## src/logic/io_ctrl_pkg.sv

```systemverilog
// package: register map, field layout and timing of the channel/sequencer control block
// assumes a 25 MHz system clock and a free-running 320 ns conversion oscillator input
package io_ctrl_pkg;
    // clock and timing, times in ns
    localparam int unsigned CLK_PERIOD_NS   = 40;
    localparam int unsigned OSC_PERIOD_NS   = 320;
    localparam int unsigned FAST_CONV_NS    = 208330;    // 4.8 kSPS conversion
    localparam int unsigned SLOW_CONV_NS    = 50000000;  // 20 SPS conversion
    localparam int unsigned RDY_HOLD_NS     = 24000;     // ready pulse in continuous mode
    localparam int unsigned FAST_CONV_TICKS = FAST_CONV_NS / OSC_PERIOD_NS;
    localparam int unsigned SLOW_CONV_TICKS = SLOW_CONV_NS / OSC_PERIOD_NS;
    localparam int unsigned RDY_HOLD_CYC    = RDY_HOLD_NS / CLK_PERIOD_NS;
    // register groups: address bits [7:4], entry in bits [3:2]
    localparam logic [3:0] GRP_MISC  = 4'h0;
    localparam logic [3:0] GRP_ROLE  = 4'h1;
    localparam logic [3:0] GRP_MEAS  = 4'h2;
    localparam logic [3:0] GRP_DIN   = 4'h3;
    localparam logic [3:0] GRP_CODE  = 4'h4;
    localparam logic [3:0] GRP_CHRES = 4'h5;
    localparam logic [3:0] GRP_DGRES = 4'h6;
    // entries of the misc group
    localparam logic [1:0] IDX_EVENT = 2'h0;
    localparam logic [1:0] IDX_LIVE  = 2'h1;
    localparam logic [1:0] IDX_SEQ   = 2'h2;
    localparam logic [1:0] IDX_LOAD  = 2'h3;
    // event flag bits and reset value
    localparam int unsigned EV_POWER_ON = 0;
    localparam int unsigned EV_NEG_SUP  = 1;
    localparam logic [1:0]  EV_RESET    = 2'h3;
    // sequencer control fields
    localparam int unsigned SEQ_CMD_LSB = 8;
    localparam int unsigned SEQ_DRATE   = 10;
    // sequence commands
    localparam logic [1:0] CMD_IDLE   = 2'h0;
    localparam logic [1:0] CMD_SINGLE = 2'h1;
    localparam logic [1:0] CMD_CONT   = 2'h2;
    localparam logic [1:0] CMD_PDOWN  = 2'h3;
    // channel roles
    localparam logic [3:0] ROLE_HIZ   = 4'h0;
    localparam logic [3:0] ROLE_VOUT  = 4'h1;
    localparam logic [3:0] ROLE_IOUT  = 4'h2;
    localparam logic [3:0] ROLE_VIN   = 4'h3;
    localparam logic [3:0] ROLE_IINX  = 4'h4;
    localparam logic [3:0] ROLE_IINL  = 4'h5;
    localparam logic [3:0] ROLE_RES   = 4'h6;
    localparam logic [3:0] ROLE_DIN   = 4'h7;
    localparam logic [3:0] ROLE_DINL  = 4'h8;
    // measurement source and range codes
    localparam logic [1:0] SRC_TERM  = 2'h0;
    localparam logic [1:0] SRC_SENSE = 2'h1;
    localparam logic [2:0] RNG_10V   = 3'h0;
    localparam logic [2:0] RNG_2V5   = 3'h1;
    localparam logic [2:0] RNG_NEG   = 3'h2;
    localparam logic [2:0] RNG_BIP   = 3'h3;
    // measurement setup: [5] slow rate, [4:2] range, [1:0] source
    typedef struct packed {
        logic       slow;
        logic [2:0] range;
        logic [1:0] source;
    } meas_setup_type;
    // logic input setup: [4:1] sink level, [0] comparator enable
    typedef struct packed {
        logic [3:0] sink;
        logic       comp_en;
    } din_setup_type;
    // sequencer states
    typedef enum logic [2:0] {
        ST_IDLE = 3'b001,
        ST_CONV = 3'b010,
        ST_DONE = 3'b100
    } seq_state_type;
endpackage

```

## src/logic/chan_seq_ctrl.sv

```systemverilog
// channel role/preset registers, output code load and conversion sequencer
// assumes an AHB-Lite master on CLOCK, a free conversion oscillator on OSC_CLK
// and converter data on CONV_DATA valid at the end of each conversion
//
// Functional notes
// - power-up sets power-on and supply flags
// - writing one clears an event flag
// - reset leaves every channel high impedance
// - role write loads preset setup registers
// - hi-Z, current out, voltage in: 00/000
// - voltage out presets 01/011
// - external current input presets 01/010
// - loop current 01/001, resistance 00/001
// - digital input roles enable the comparator
// - role change keeps the output code
// - codes reach outputs on load or strobe
// - single: ascending channels, diagnostics, then idle
// - continuous repeats until idle or power-down
// - control holds enables and sequence command
// - sequence end copies results, flags done
// - per-channel rate, one diagnostic rate
// - one request covers any input subset
// - single fast channel repeats every 208.33 us
// - sample-done output is active low
// - done clears on flag, after 24 us in continuous mode, control write
`timescale 1ns/100ps
module chan_seq_ctrl
    import io_ctrl_pkg::*;
#(
    parameter int unsigned SLOW_TICKS = io_ctrl_pkg::SLOW_CONV_TICKS  // 20 SPS conversion, osc ticks
) (
    // clock and reset
    input  wire logic                CLOCK,
    input  wire logic                RST_B,
    // ahb-lite slave
    input  wire logic                HSEL,
    input  wire logic [31:0]         HADDR,
    input  wire logic [1:0]          HTRANS,
    input  wire logic                HWRITE,
    input  wire logic [2:0]          HSIZE,
    input  wire logic [31:0]         HWDATA,
    input  wire logic                HREADY,
    output logic      [31:0]         HRDATA,
    output logic                     HREADYOUT,
    output logic                     HRESP,
    // pins from outside the clock domain
    input  wire logic                OSC_CLK,
    input  wire logic                OUTPUT_UPDATE_STROBE_B,
    input  wire logic                NEG_SUPPLY_FAULT,
    // converter side
    input  wire logic [15:0]         CONV_DATA,
    output logic      [2:0]          CONV_SEL,
    output logic                     CONV_BUSY,
    output logic                     SEQ_POWER_DOWN,
    // channel side
    output logic      [3:0]          CH_OUT_EN,
    output logic      [3:0][12:0]    CH_LEVEL,
    output io_ctrl_pkg::meas_setup_type [3:0] CH_MEAS,
    output io_ctrl_pkg::din_setup_type  [3:0] CH_DIN,
    // status pins
    output logic                     ALERT_B,
    output logic                     SAMPLE_DONE_B
);
    import io_ctrl_pkg::*;

    // synchronisers: stage 1 feeds stage 2 only
    logic [2:0]           s1_q;           // first stage
    logic [2:0]           s2_q;           // second stage
    logic                 osc_d3_q;       // delayed osc for edge find
    wire                  osc_tick   = s2_q[0] & ~osc_d3_q;
    wire                  strobe_low = ~s2_q[1];
    wire                  fault_s    = s2_q[2];

    // bus address phase capture
    logic                 sel_q;          // write data phase pending
    logic [7:0]           addr_q;         // captured byte address
    logic [31:0]          rdata_q;        // read data register
    wire                  acc     = HSEL & HTRANS[1] & HREADY;
    wire                  wr_en   = sel_q;
    wire [3:0]            grp     = addr_q[7:4];
    wire [1:0]            ridx    = addr_q[3:2];
    wire                  misc_wr = wr_en & (grp == GRP_MISC);
    wire                  ev_wr   = misc_wr & (ridx == IDX_EVENT);
    wire                  live_wr = misc_wr & (ridx == IDX_LIVE);
    wire                  seq_wr  = misc_wr & (ridx == IDX_SEQ);
    wire                  load_wr = misc_wr & (ridx == IDX_LOAD);

    // register state
    logic [1:0]           ev_q;           // event flags
    logic [10:0]          seq_q;          // sequencer control
    logic [3:0]           role_q [4];     // channel role select
    meas_setup_type       meas_q [4];     // measurement setup
    din_setup_type        din_q  [4];     // logic input setup
    logic [12:0]          code_q [4];     // output level code, pending
    logic [12:0]          act_q  [4];     // output level code, applied
    logic [15:0]          stage_q [8];    // results of running sequence
    logic [15:0]          res_q   [8];    // published sample registers
    logic                 rdy_q;          // sample-done flag
    logic [9:0]           rdy_cnt_q;      // continuous-mode ready timer

    // sequencer
    seq_state_type        st_q;
    logic [2:0]           idx_q;          // input being converted
    logic [17:0]          cnt_q;          // osc ticks into conversion
    wire [1:0]            cmd      = seq_q[SEQ_CMD_LSB +: 2];
    wire [7:0]            en_mask  = seq_q[7:0];
    wire                  run_cmd  = (cmd == CMD_SINGLE) | (cmd == CMD_CONT);
    wire                  cur_slow = idx_q[2] ? seq_q[SEQ_DRATE] : meas_q[idx_q[1:0]].slow;
    wire [17:0]           target   = cur_slow ? 18'(SLOW_TICKS - 1) : 18'(FAST_CONV_TICKS - 1);
    wire                  conv_end = (st_q == ST_CONV) & osc_tick & (cnt_q == target);
    wire [3:0]            first_en = next_en(en_mask, 4'h0);
    wire [3:0]            after_en = next_en(en_mask, {1'b0, idx_q} + 4'h1);
    wire                  done     = (st_q == ST_DONE);

    // lowest enabled input at or above from, 8 when none
    function automatic logic [3:0] next_en(input logic [7:0] m, input logic [3:0] from);
        next_en = 4'h8;
        for (int i = 7; i >= 0; i--) begin
            if (m[i] && (4'(i) >= from)) begin
                next_en = 4'(i);
            end
        end
    endfunction

    // role presets for source, range and comparator
    function automatic logic [5:0] preset(input logic [3:0] r);
        unique case (r)
            ROLE_VOUT: preset = {RNG_BIP, SRC_SENSE, 1'b0};
            ROLE_IINX: preset = {RNG_NEG, SRC_SENSE, 1'b0};
            ROLE_IINL: preset = {RNG_2V5, SRC_SENSE, 1'b0};
            ROLE_RES:  preset = {RNG_2V5, SRC_TERM,  1'b0};
            ROLE_DIN,
            ROLE_DINL: preset = {RNG_10V, SRC_TERM,  1'b1};
            default:   preset = {RNG_10V, SRC_TERM,  1'b0};
        endcase
    endfunction

    // pin synchronisers and osc edge
    always_ff @(posedge CLOCK or negedge RST_B) begin
        if (!RST_B) begin
            s1_q     <= 3'h2;
            s2_q     <= 3'h2;
            osc_d3_q <= 1'b0;
        end else begin
            s1_q     <= {NEG_SUPPLY_FAULT, OUTPUT_UPDATE_STROBE_B, OSC_CLK};
            s2_q     <= s1_q;
            osc_d3_q <= s2_q[0];
        end
    end

    // read mux, evaluated in the address phase
    logic [31:0] rd_mux;
    always_comb begin
        rd_mux = 32'h0000_0000;
        unique case (HADDR[7:4])
            GRP_MISC: begin
                unique case (HADDR[3:2])
                    IDX_EVENT: rd_mux = {30'h0000_0000, ev_q};
                    IDX_LIVE:  rd_mux = {31'h0000_0000, rdy_q};
                    IDX_SEQ:   rd_mux = {21'h00_0000, seq_q};
                    default:   rd_mux = 32'h0000_0000;
                endcase
            end
            GRP_ROLE:  rd_mux = {28'h000_0000, role_q[HADDR[3:2]]};
            GRP_MEAS:  rd_mux = {26'h000_0000, meas_q[HADDR[3:2]]};
            GRP_DIN:   rd_mux = {27'h000_0000, din_q[HADDR[3:2]]};
            GRP_CODE:  rd_mux = {19'h0_0000, code_q[HADDR[3:2]]};
            GRP_CHRES: rd_mux = {16'h0000, res_q[{1'b0, HADDR[3:2]}]};
            GRP_DGRES: rd_mux = {16'h0000, res_q[{1'b1, HADDR[3:2]}]};
            default:   rd_mux = 32'h0000_0000;
        endcase
    end

    // bus phase capture, zero-wait slave
    always_ff @(posedge CLOCK or negedge RST_B) begin
        if (!RST_B) begin
            sel_q   <= 1'b0;
            addr_q  <= 8'h00;
            rdata_q <= 32'h0000_0000;
        end else begin
            sel_q <= acc & HWRITE & (HADDR[31:8] == 24'h00_0000);
            if (acc) begin
                addr_q <= HADDR[7:0];
            end
            if (acc && !HWRITE) begin
                rdata_q <= (HADDR[31:8] == 24'h00_0000) ? rd_mux : 32'h0000_0000;
            end
        end
    end
    assign HRDATA    = rdata_q;
    assign HREADYOUT = 1'b1;
    assign HRESP     = 1'b0;

    // event flags: set at reset, fault sets, write-one clears, set wins
    always_ff @(posedge CLOCK or negedge RST_B) begin
        if (!RST_B) begin
            ev_q <= EV_RESET;
        end else begin
            ev_q <= (ev_q & ~(ev_wr ? HWDATA[1:0] : 2'h0))
                  | {fault_s, 1'b0};
        end
    end
    assign ALERT_B = ~|ev_q;

    // sequencer control, single command returns to idle at sequence end
    always_ff @(posedge CLOCK or negedge RST_B) begin
        if (!RST_B) begin
            seq_q <= 11'h000;
        end else if (seq_wr) begin
            seq_q <= HWDATA[10:0];
        end else if (done && cmd == CMD_SINGLE) begin
            seq_q[SEQ_CMD_LSB +: 2] <= CMD_IDLE;
        end
    end
    assign SEQ_POWER_DOWN = (cmd == CMD_PDOWN) & (st_q == ST_IDLE);

    // per-channel setup, codes and output load
    for (genvar c = 0; c < 4; c++) begin : g_ch
        wire sel_c   = (ridx == 2'(c));
        wire role_wr = wr_en & (grp == GRP_ROLE) & sel_c;
        wire meas_wr = wr_en & (grp == GRP_MEAS) & sel_c;
        wire din_wr  = wr_en & (grp == GRP_DIN) & sel_c;
        wire code_wr = wr_en & (grp == GRP_CODE) & sel_c;
        wire [5:0] pre = preset(HWDATA[3:0]);
        // role write loads presets, keeps the slow rate bit, clears sink level
        always_ff @(posedge CLOCK or negedge RST_B) begin
            if (!RST_B) begin
                role_q[c] <= ROLE_HIZ;
                meas_q[c] <= '0;
                din_q[c]  <= '0;
            end else if (role_wr) begin
                role_q[c] <= HWDATA[3:0];
                meas_q[c] <= {meas_q[c].slow, pre[5:1]};
                din_q[c]  <= {4'h0, pre[0]};
            end else begin
                if (meas_wr) begin
                    meas_q[c] <= HWDATA[5:0];
                end
                if (din_wr) begin
                    din_q[c] <= HWDATA[4:0];
                end
            end
        end
        // code untouched by role writes; applied on load or strobe low
        always_ff @(posedge CLOCK or negedge RST_B) begin
            if (!RST_B) begin
                code_q[c] <= 13'h0000;
                act_q[c]  <= 13'h0000;
            end else begin
                if (code_wr) begin
                    code_q[c] <= HWDATA[12:0];
                end
                if (load_wr || strobe_low) begin
                    act_q[c] <= code_q[c];
                end
            end
        end
        assign CH_OUT_EN[c] = (role_q[c] != ROLE_HIZ);
        assign CH_LEVEL[c]  = act_q[c];
        assign CH_MEAS[c]   = meas_q[c];
        assign CH_DIN[c]    = din_q[c];
    end

    // conversion sequencer
    always_ff @(posedge CLOCK or negedge RST_B) begin
        if (!RST_B) begin
            st_q  <= ST_IDLE;
            idx_q <= 3'h0;
            cnt_q <= 18'h0_0000;
        end else begin
            unique case (st_q)
                ST_IDLE: begin
                    if (run_cmd && !first_en[3]) begin
                        st_q  <= ST_CONV;
                        idx_q <= first_en[2:0];
                        cnt_q <= 18'h0_0000;
                    end
                end
                ST_CONV: begin
                    if (conv_end) begin
                        cnt_q <= 18'h0_0000;
                        if (after_en[3]) begin
                            st_q <= ST_DONE;
                        end else begin
                            idx_q <= after_en[2:0];
                        end
                    end else if (osc_tick) begin
                        cnt_q <= cnt_q + 18'h0_0001;
                    end
                end
                ST_DONE: begin
                    if (cmd == CMD_CONT && !first_en[3]) begin
                        st_q  <= ST_CONV;
                        idx_q <= first_en[2:0];
                    end else begin
                        st_q <= ST_IDLE;
                    end
                end
            endcase
        end
    end
    assign CONV_SEL  = idx_q;
    assign CONV_BUSY = (st_q == ST_CONV);

    // staging and publishing of results
    for (genvar e = 0; e < 8; e++) begin : g_res
        always_ff @(posedge CLOCK or negedge RST_B) begin
            if (!RST_B) begin
                stage_q[e] <= 16'h0000;
                res_q[e]   <= 16'h0000;
            end else begin
                if (conv_end && idx_q == 3'(e)) begin
                    stage_q[e] <= CONV_DATA;
                end
                if (done) begin
                    res_q[e] <= stage_q[e];
                end
            end
        end
    end

    // sample-done: set at sequence end wins over every clear
    wire rdy_tout = (cmd == CMD_CONT) & (rdy_cnt_q == 10'(RDY_HOLD_CYC - 1));
    always_ff @(posedge CLOCK or negedge RST_B) begin
        if (!RST_B) begin
            rdy_q     <= 1'b0;
            rdy_cnt_q <= 10'h000;
        end else begin
            rdy_cnt_q <= (rdy_q && !done) ? rdy_cnt_q + 10'h001 : 10'h000;
            if (done) begin
                rdy_q <= 1'b1;
            end else if ((live_wr && HWDATA[0]) || seq_wr || rdy_tout) begin
                rdy_q <= 1'b0;
            end
        end
    end
    assign SAMPLE_DONE_B = ~rdy_q;

    // checks
    clear_needs_write_a: assert property (@(posedge CLOCK) disable iff (!RST_B)
        $fell(ev_q[EV_POWER_ON]) |-> $past(ev_wr && HWDATA[EV_POWER_ON]))
        else $error("power-on flag cleared without a write of one");
    alert_release_a: assert property (@(posedge CLOCK) disable iff (!RST_B)
        (ev_wr && HWDATA[1:0] == 2'h3 && !fault_s) |=> ALERT_B)
        else $error("alert stays low after all flags cleared");
    preset_load_a: assert property (@(posedge CLOCK) disable iff (!RST_B)
        g_ch[0].role_wr |=> meas_q[0][4:0] == $past(g_ch[0].pre[5:1]) && din_q[0].comp_en == $past(g_ch[0].pre[0]))
        else $error("role write did not load presets");
    code_kept_a: assert property (@(posedge CLOCK) disable iff (!RST_B)
        (g_ch[0].role_wr && !g_ch[0].code_wr) |=> $stable(code_q[0]))
        else $error("role write changed output code");
    load_gate_a: assert property (@(posedge CLOCK) disable iff (!RST_B)
        (!strobe_low && !load_wr) |=> $stable(CH_LEVEL))
        else $error("output level moved without load");
    hiz_role_a: assert property (@(posedge CLOCK) disable iff (!RST_B)
        (g_ch[0].role_wr && HWDATA[3:0] == ROLE_HIZ) |=> !CH_OUT_EN[0])
        else $error("hi-Z role left output enabled");
    ascend_a: assert property (@(posedge CLOCK) disable iff (!RST_B)
        (st_q == ST_CONV && $past(st_q) == ST_CONV && $changed(idx_q)) |-> idx_q > $past(idx_q))
        else $error("sequence order not ascending");
    publish_a: assert property (@(posedge CLOCK) disable iff (!RST_B)
        done |=> !SAMPLE_DONE_B && res_q[4] == $past(stage_q[4]))
        else $error("results not published with ready");
    repeat_a: assert property (@(posedge CLOCK) disable iff (!RST_B)
        (done && cmd == CMD_CONT && en_mask != 8'h00) |=> st_q == ST_CONV)
        else $error("continuous mode did not repeat");
    ready_clear_a: assert property (@(posedge CLOCK) disable iff (!RST_B)
        (rdy_q && seq_wr && !done) |=> SAMPLE_DONE_B)
        else $error("control write did not clear ready");
endmodule

```

## config.mk

```make
export PLATFORM = sky130hd
export DESIGN_NAME = chan_seq_ctrl
export DESIGN_NICKNAME = d
export VERILOG_FILES = /design/src/logic/io_ctrl_pkg.sv /design/src/logic/chan_seq_ctrl.sv
export SDC_FILE = /design/constraint.sdc
export NUM_CORES = 1
export LEC_CHECK = 0
export BUFFER_PORTS_ARGS = -buffer_cell sky130_fd_sc_hd__buf_2
export CAP_MARGIN = 5
export CELL_PAD_IN_SITES_DETAIL_PLACEMENT = 0
export CELL_PAD_IN_SITES_GLOBAL_PLACEMENT = 1
export CORE_MARGIN = 5
export CORE_UTILIZATION = 44
export CTS_CLUSTER_DIAMETER = 60
export DETAILED_ROUTE_END_ITERATION = 7
export PLACE_DENSITY = 0.77
export SYNTH_ARGS = -nofsm -noshare
export SYNTH_HDL_FRONTEND = slang
export SYNTH_SLANG_ARGS = --single-unit
```

## constraint.sdc

```tcl
create_clock -name CLOCK -period 5.6 [get_ports CLOCK]
set_input_delay 1.12 -clock CLOCK [delete_from_list [all_inputs] [get_ports CLOCK]]
set_output_delay 1.12 -clock CLOCK [all_outputs]
set_load 0.02 [all_outputs]
```

* Word-level counts from Yosys, hierarchy flattened
Cells that the tools add are included.
** Word-level totals
- Output and inout port bits :: 141
- Flip-flop bits (word level) :: 516
- Input port bits :: 93
- Word-level logic and storage cells :: 306
** Cells by class
- $lt $le $gt $ge :: 12
- Multiplexer cells :: 79
- Bitwise operators :: 49
- $add $sub $neg :: 3
- Equality and inequality tests :: 42
- Reduce and logical (&&, ||, !) cells :: 59
** Operators by type and width (number)
- $pmux W16 S7 :: 1
- $bmux W16 S3 :: 2
- $mux W5 :: 18
- $mux W18 :: 4
- $mux W4 :: 18
- $mux W16 :: 4
- $pmux W18 S2 :: 1
- $and A1 B1 Y1 :: 34
- $pmux W11 S3 :: 1
- $eq A4 B3 Y1 const B :: 8
- $mux W32 :: 1
- $bmux W13 S2 :: 1
- $mux W13 :: 2
- $pmux W5 S5 :: 1
- $bmux W6 S2 :: 2
- $logic_not A24 Y1 :: 1
- $mux W6 :: 4
- $logic_and A1 B1 Y1 :: 22
- $reduce_bool A2 Y1 :: 11
- $mux W3 :: 7
- $add A18 B1 Y18 const B :: 1
- $eq A18 B18 Y1 :: 1
- $pmux W3 S3 :: 2
- $eq A4 B2 Y1 const B :: 4
- other kinds (41) :: 93

* Logic depth before layout (Yosys ltp)
- Word-level depth :: 14
- Depth in mapped cells :: 10
- Mapped depth without buffers :: 8

* Worst setup path before layout
OpenSTA, ideal clock, no wires.
- Kind :: input-to-reg
- Start point :: input HADDR[2]
- End point :: register rdata_q[5] (netlist: HRDATA[5])
- Path buffers :: 2
- Library setup time :: 0.121 ns
- Cell stages on the path :: 6
- Slack :: 2.543 ns
- Arrival :: 2.936 ns
- Required time :: 5.479 ns
- Cell sequence :: clkbuf_1 -> buf_2 -> mux4_2 -> a22oi_1 -> nand3_1 -> a22o_1
** On the way
- Word-level cells in the longest chain between the ends :: 6
- Elaborated cells on any way between the ends :: 21
- Those cells by class :: 2 x eq/ne; 15 x mux; 3 x bitwise; 1 x reduce/logical
** Ends and longest elaborated chain
- start, declared :: RTL line chan_seq_ctrl.sv:37 : input wire logic [31:0] HADDR,
- $not A3 Y4 (implied by the code) (tied with other cells) :: RTL line chan_seq_ctrl.sv:169 : GRP_DGRES: rd_mux = {16'h0000, res_q[{1'b1, HADDR[3:2]}]};
- $bmux W16 S3 (tied with other cells) :: RTL line chan_seq_ctrl.sv:169
- $mux W16 (implied by the code) (tied with other cells) (2 in series) :: RTL line chan_seq_ctrl.sv:169
- $pmux W16 S7 * :: RTL line chan_seq_ctrl.sv:155 : unique case (HADDR[7:4])
- $mux W32 * :: RTL line chan_seq_ctrl.sv:186 : rdata_q <= (HADDR[31:8] == 24'h00_0000) ? rd_mux : 32'h0000_0000;
- end signal, assigned :: RTL line chan_seq_ctrl.sv:186
- end, declared :: RTL line chan_seq_ctrl.sv:77 : logic [31:0] rdata_q;
Mark *: on every way between the ends. The rest lies on a longest branch, timed or not. The select of a mux whose other input is x is not followed.
A chain may end at the register's enable or synchronous reset.

* Final worst setup path
- Start point :: register idx_q[1] (netlist: CONV_SEL[1])
- End point :: register stage_q[47] (netlist name)
** On the way
- Word-level cells in the longest chain between the ends :: 9
- Elaborated cells on any way between the ends :: 10
- Those cells by class :: 2 x eq/ne; 5 x mux; 2 x bitwise; 1 x reduce/logical
** Ends and longest elaborated chain
- start, declared :: RTL line chan_seq_ctrl.sv:103 : logic [2:0] idx_q;
- start signal, assigned :: RTL line chan_seq_ctrl.sv:275 : idx_q <= first_en[2:0];
- start signal, assigned :: RTL line chan_seq_ctrl.sv:285 : idx_q <= after_en[2:0];
- start signal, assigned :: RTL line chan_seq_ctrl.sv:294 : idx_q <= first_en[2:0];
- $not A2 Y3 (implied by the code) :: RTL line chan_seq_ctrl.sv:108 : wire cur_slow = idx_q[2] ? seq_q[SEQ_DRATE] : meas_q[idx_q[1:0]].slow;
- $bmux W6 S2 :: RTL line chan_seq_ctrl.sv:108
- $mux W6 (implied by the code) (2 in series) :: RTL line chan_seq_ctrl.sv:108
- $mux W1 :: RTL line chan_seq_ctrl.sv:108
- $mux W18 :: RTL line chan_seq_ctrl.sv:109 : wire [17:0] target = cur_slow ? 18'(SLOW_TICKS - 1) : 18'(FAST_CONV_TICKS - 1);
- $eq A18 B18 Y1 :: RTL line chan_seq_ctrl.sv:110 : wire conv_end = (st_q == ST_CONV) & osc_tick & (cnt_q == target);
- $and A1 B1 Y1 :: RTL line chan_seq_ctrl.sv:110
- $logic_and A1 B1 Y1 * :: RTL line chan_seq_ctrl.sv:312 : if (conv_end && idx_q == 3'(e)) begin
- end signal, assigned by index :: RTL line chan_seq_ctrl.sv:309 : stage_q[e] <= 16'h0000;
- end signal, assigned by index :: RTL line chan_seq_ctrl.sv:313 : stage_q[e] <= CONV_DATA;
- end, declared :: RTL line chan_seq_ctrl.sv:96 : logic [15:0] stage_q [8];
Marked as above.

==> impl_metrics.ini <==
[flow_run]
drv_cap = 0

[place]
dp_hpwl_um = 37700
post-place-cells = 2654
globalplace.congestion = 0.887
numPortBuffers = 190

[power_and_ir_drop]
powerDensity_mw_per_mm2 = 313
p_leak_nw = 12.0
clkPwrFrac_pct = 45.8
cellInternalPower_mw = 6.06
pwr-share-seq_pct = 47.8
vdd.ir_drop.worst_uv = 217
switching_part_of_the_total_power_pct = 23.9
switching_power_mw = 1.90
comb_power_share_pct = 6.4

[logic_synthesis]
synth_enable_flop_cells = 0
yosys_most_used_dff = sky130_fd_sc_hd__dfrtp_1
synth_seq_cells = 498
synth_area_mm2 = 0.0220
synth_area_per_cell_um2 = 11.8
synth.area.top_cells = sky130_fd_sc_hd__dfrtp_1, sky130_fd_sc_hd__mux2_2, sky130_fd_sc_hd__nand2_1
warning_count_from_the_yosys_run = 0
netlist_instances = 1863
yosysSeqAreaShare_pct = 56.7
post_synth_num_cell_types = 70
synth_largest_area_cell = sky130_fd_sc_hd__dfrtp_1
synth.top_cell.area_share_pct = 56.1
async_flop_share_pct = 100

[layout]
final_cells = 2751
layout_common_cells = sky130_fd_sc_hd__nand2_1, sky130_fd_sc_hd__dfrtp_1, sky130_fd_sc_hd__mux2_2
final_layout_size_suffix_gt1_share_pct = 30.6
fillers = 4355
nNetsFinal = 2142
area_delta_synth_final_pct = 15.6
most_common_library_cell_in_the_layout_ignoring_fill_and_taps = sky130_fd_sc_hd__nand2_1

[floorplan]
fp.dieArea_mm2 = 0.0546
design.core.area_mm2 = 0.0498
rows = 82
top_level_ports = 234
overall_die_width_um = 234
die_height_um = 234
floorplan.initialDensity_pct = 44.2

[timing]
rsz0062_at_grt = false
timing.final.crit_share_pct = 62.7
max-slew-margin-rel_pct = 28.9
final_period_minus_worst_setup_slack_ns = 3.51
report.final.slew_viol_count = 0
finClkSkew_ns = 0.0289
totalNegativeSetupSlack_ns = 0
worst-slew-pin-transition_ns = 1.07
hold_violations = 0
maxClockFrequency_mhz = 285
timing.final.setup_violations = 0
fin_worst_hold_slack_ns = 0.350

[setup_path]
critical_path.slowest_cell = sky130_fd_sc_hd__mux2i_2
worst_setup_path_start_kind = register
worst-r2r-cell-count = 6
cp_cell_sequence = nor2b_1, a2111oi_0, a311o_1, mux2i_2, nand3b_2, mux2_2
cp_slowest_stage_delay_ns = 0.87
worstReg2RegEnd = stage_q[47]
path_max_fanout = 16
worst-r2r-setup-slack_ns = 2.09
crit_path_end_kind = register
arr_time_crit_path_ns = 3.98
worst-endpoint-required_ns = 6.07
critPathKind = register to register
crit-reg2reg-launch = CONV_SEL[1]
timing.critical_path.from = CONV_SEL[1]
crit_path_end = stage_q[47]

[route]
firstDrtPassIters = 5
drt_iter0_drc = 1312
remaining_drc_errors = 0
routed_wirelength_um = 57400
detail-route-antenna-nets = 0
detailroute.via_count = 14845
routed_via_density = 5.40
post_drt_wl_per_cell_um = 20.9

[grt]
global_route.overflow_total = 0
antenna_violations_before_repair = 4
wire_length_of_the_first_global_routing_pass_um = 89100
grt_use_total_pct = 20.9
largest_net_degree_at_the_start_of_global_routing = 134
vias_in_the_first_global_route = 14828

[hold_path]
worstHoldPathType = register to register
worst_hold_path.num_cells = 0

[run_status]
run_status = finished, final reports clean

[clock_tree]
count_of_instances_resized_after_the_clock_tree_is_built = 0
cts_setup_buffers = 0
htree_num_levels = 2
clock_tree.root_cell = sky130_fd_sc_hd__clkbuf_16
ctsLongestPathBuffers = 3
path_clk_slew_ns = 0.06
cts.hold.buffers_added = 0
tritoncts_clock_tree = built
worstSkewPairLatency_ns = 0.61
tritoncts_num_sinks = 498
cts_inserted_buffers = 53
-- kinds of logic (layout without fill, tap and decap cells) --
logic type | Yosys count | after routing | synth area share [%]
xor+xnor | 21 | 21 | 0.836
simple gates | 721 | 721 | 14.3
mux | 314 | 314 | 19.6
fa+ha+maj | 12 | 12 | 0.683
other cells | 2 | 19 | 0.0341
buf+inv | 133 | 332 | 2.94
flops | 498 | 498 | 56.7
compound gates | 162 | 162 | 4.93
-- layout make-up --
class | instances | area, um2 | share of cell area (%)
Sequential cell | 498 | 12500 | 49.0
Inverter | 21 | 78.8 | 0.310
Timing Repair Buffer | 215 | 1200 | 4.72
Multi-Input combinational cell | 1248 | 9000 | 35.4
Clock inverter | 25 | 299 | 1.18
Tap cell | 672 | 841 | 3.31
Antenna cell | 1 | 2.50 | 0.00984
Clock buffer | 71 | 1540 | 6.04
-- synth_stat cells (all sizes together), types with 9 or more instances --
library cell and count:
nand2 527, xor2 11, nor3 10, nor4 9
clkbuf 69, xnor2 10, nand4 13, mux4 60
o21ai 63, buf 43, a22oi 14, inv 21
dfrtp 493, and2 9, mux2 244, nand3 37
a22o 25, a21oi 18, ha 12, nor2 54
mux2i 10
-- flip-flops by register name (all words and copies together), names as in the netlist, 6 cells and up --
signal     cells
cnt_q         18
stage_q      128
CH_LEVEL      52
seq_q         11
role_q        16
res_q        128
CH_DIN        20
code_q        52
HRDATA        16
rdy_cnt_q     10
addr_q         6
CH_MEAS       24
-- worst min-delay path by stage --
stage | endpoint | start
after global routing | s2_q[2] | s1_q[2]
after CTS | s2_q[2] | s1_q[2]
final | s2_q[2] | s1_q[2]
after floorplan | s2_q[0] | s1_q[0]
after global placement | s2_q[2] | s1_q[2]
after detailed placement | s2_q[2] | s1_q[2]
-- power groups by stage --
stage / Combinational, mW / Clock, mW / Sequential [mW]
after floorplan: 0.267 / 0 / 3.86
final: 0.506 / 3.65 / 3.80
after CTS: 0.513 / 3.72 / 3.80
after detailed placement: 0.512 / 0 / 3.86
after global placement: 0.502 / 0 / 3.86
after global routing: 0.557 / 3.85 / 3.81
-- routing by layer --
metal,global-route usage [%],vias to the layer above,wire [um]
met3,3.56,85,3380
li1,-,6794,-
met5,0,-,41
met2,34.5,429,27700
met1,28.9,7531,25100
met4,5.38,6,1240
-- critical path: cells and delay by family, from the launching register on --
| family | cells | cell delay [ns] |
|---|---|---|
| AOI/OAI and AO/OA | 2 | 0.71 |
| and+or+nand+nor | 2 | 0.81 |
| DFF | 1 | 0.57 |
| muxes | 2 | 1.28 |
-- through the flow --
stage | cell area [um2] | utilization (%) | power, mW | setup slack (ns)
2_1_floorplan | 22100 | - | 4.13 | 2.54
3_3_place_gp | 23600 | 47.4 | 4.36 | 2.03
3_5_place_dp | 23600 | 47.4 | 4.38 | 2.03
4_1_cts | 25400 | 51.1 | 8.04 | 2.09
5_1_grt | 25400 | 51.1 | 8.22 | 1.91
6_report | 25400 | 51.1 | 7.95 | 2.09
(Power assumes the default switching activity.)
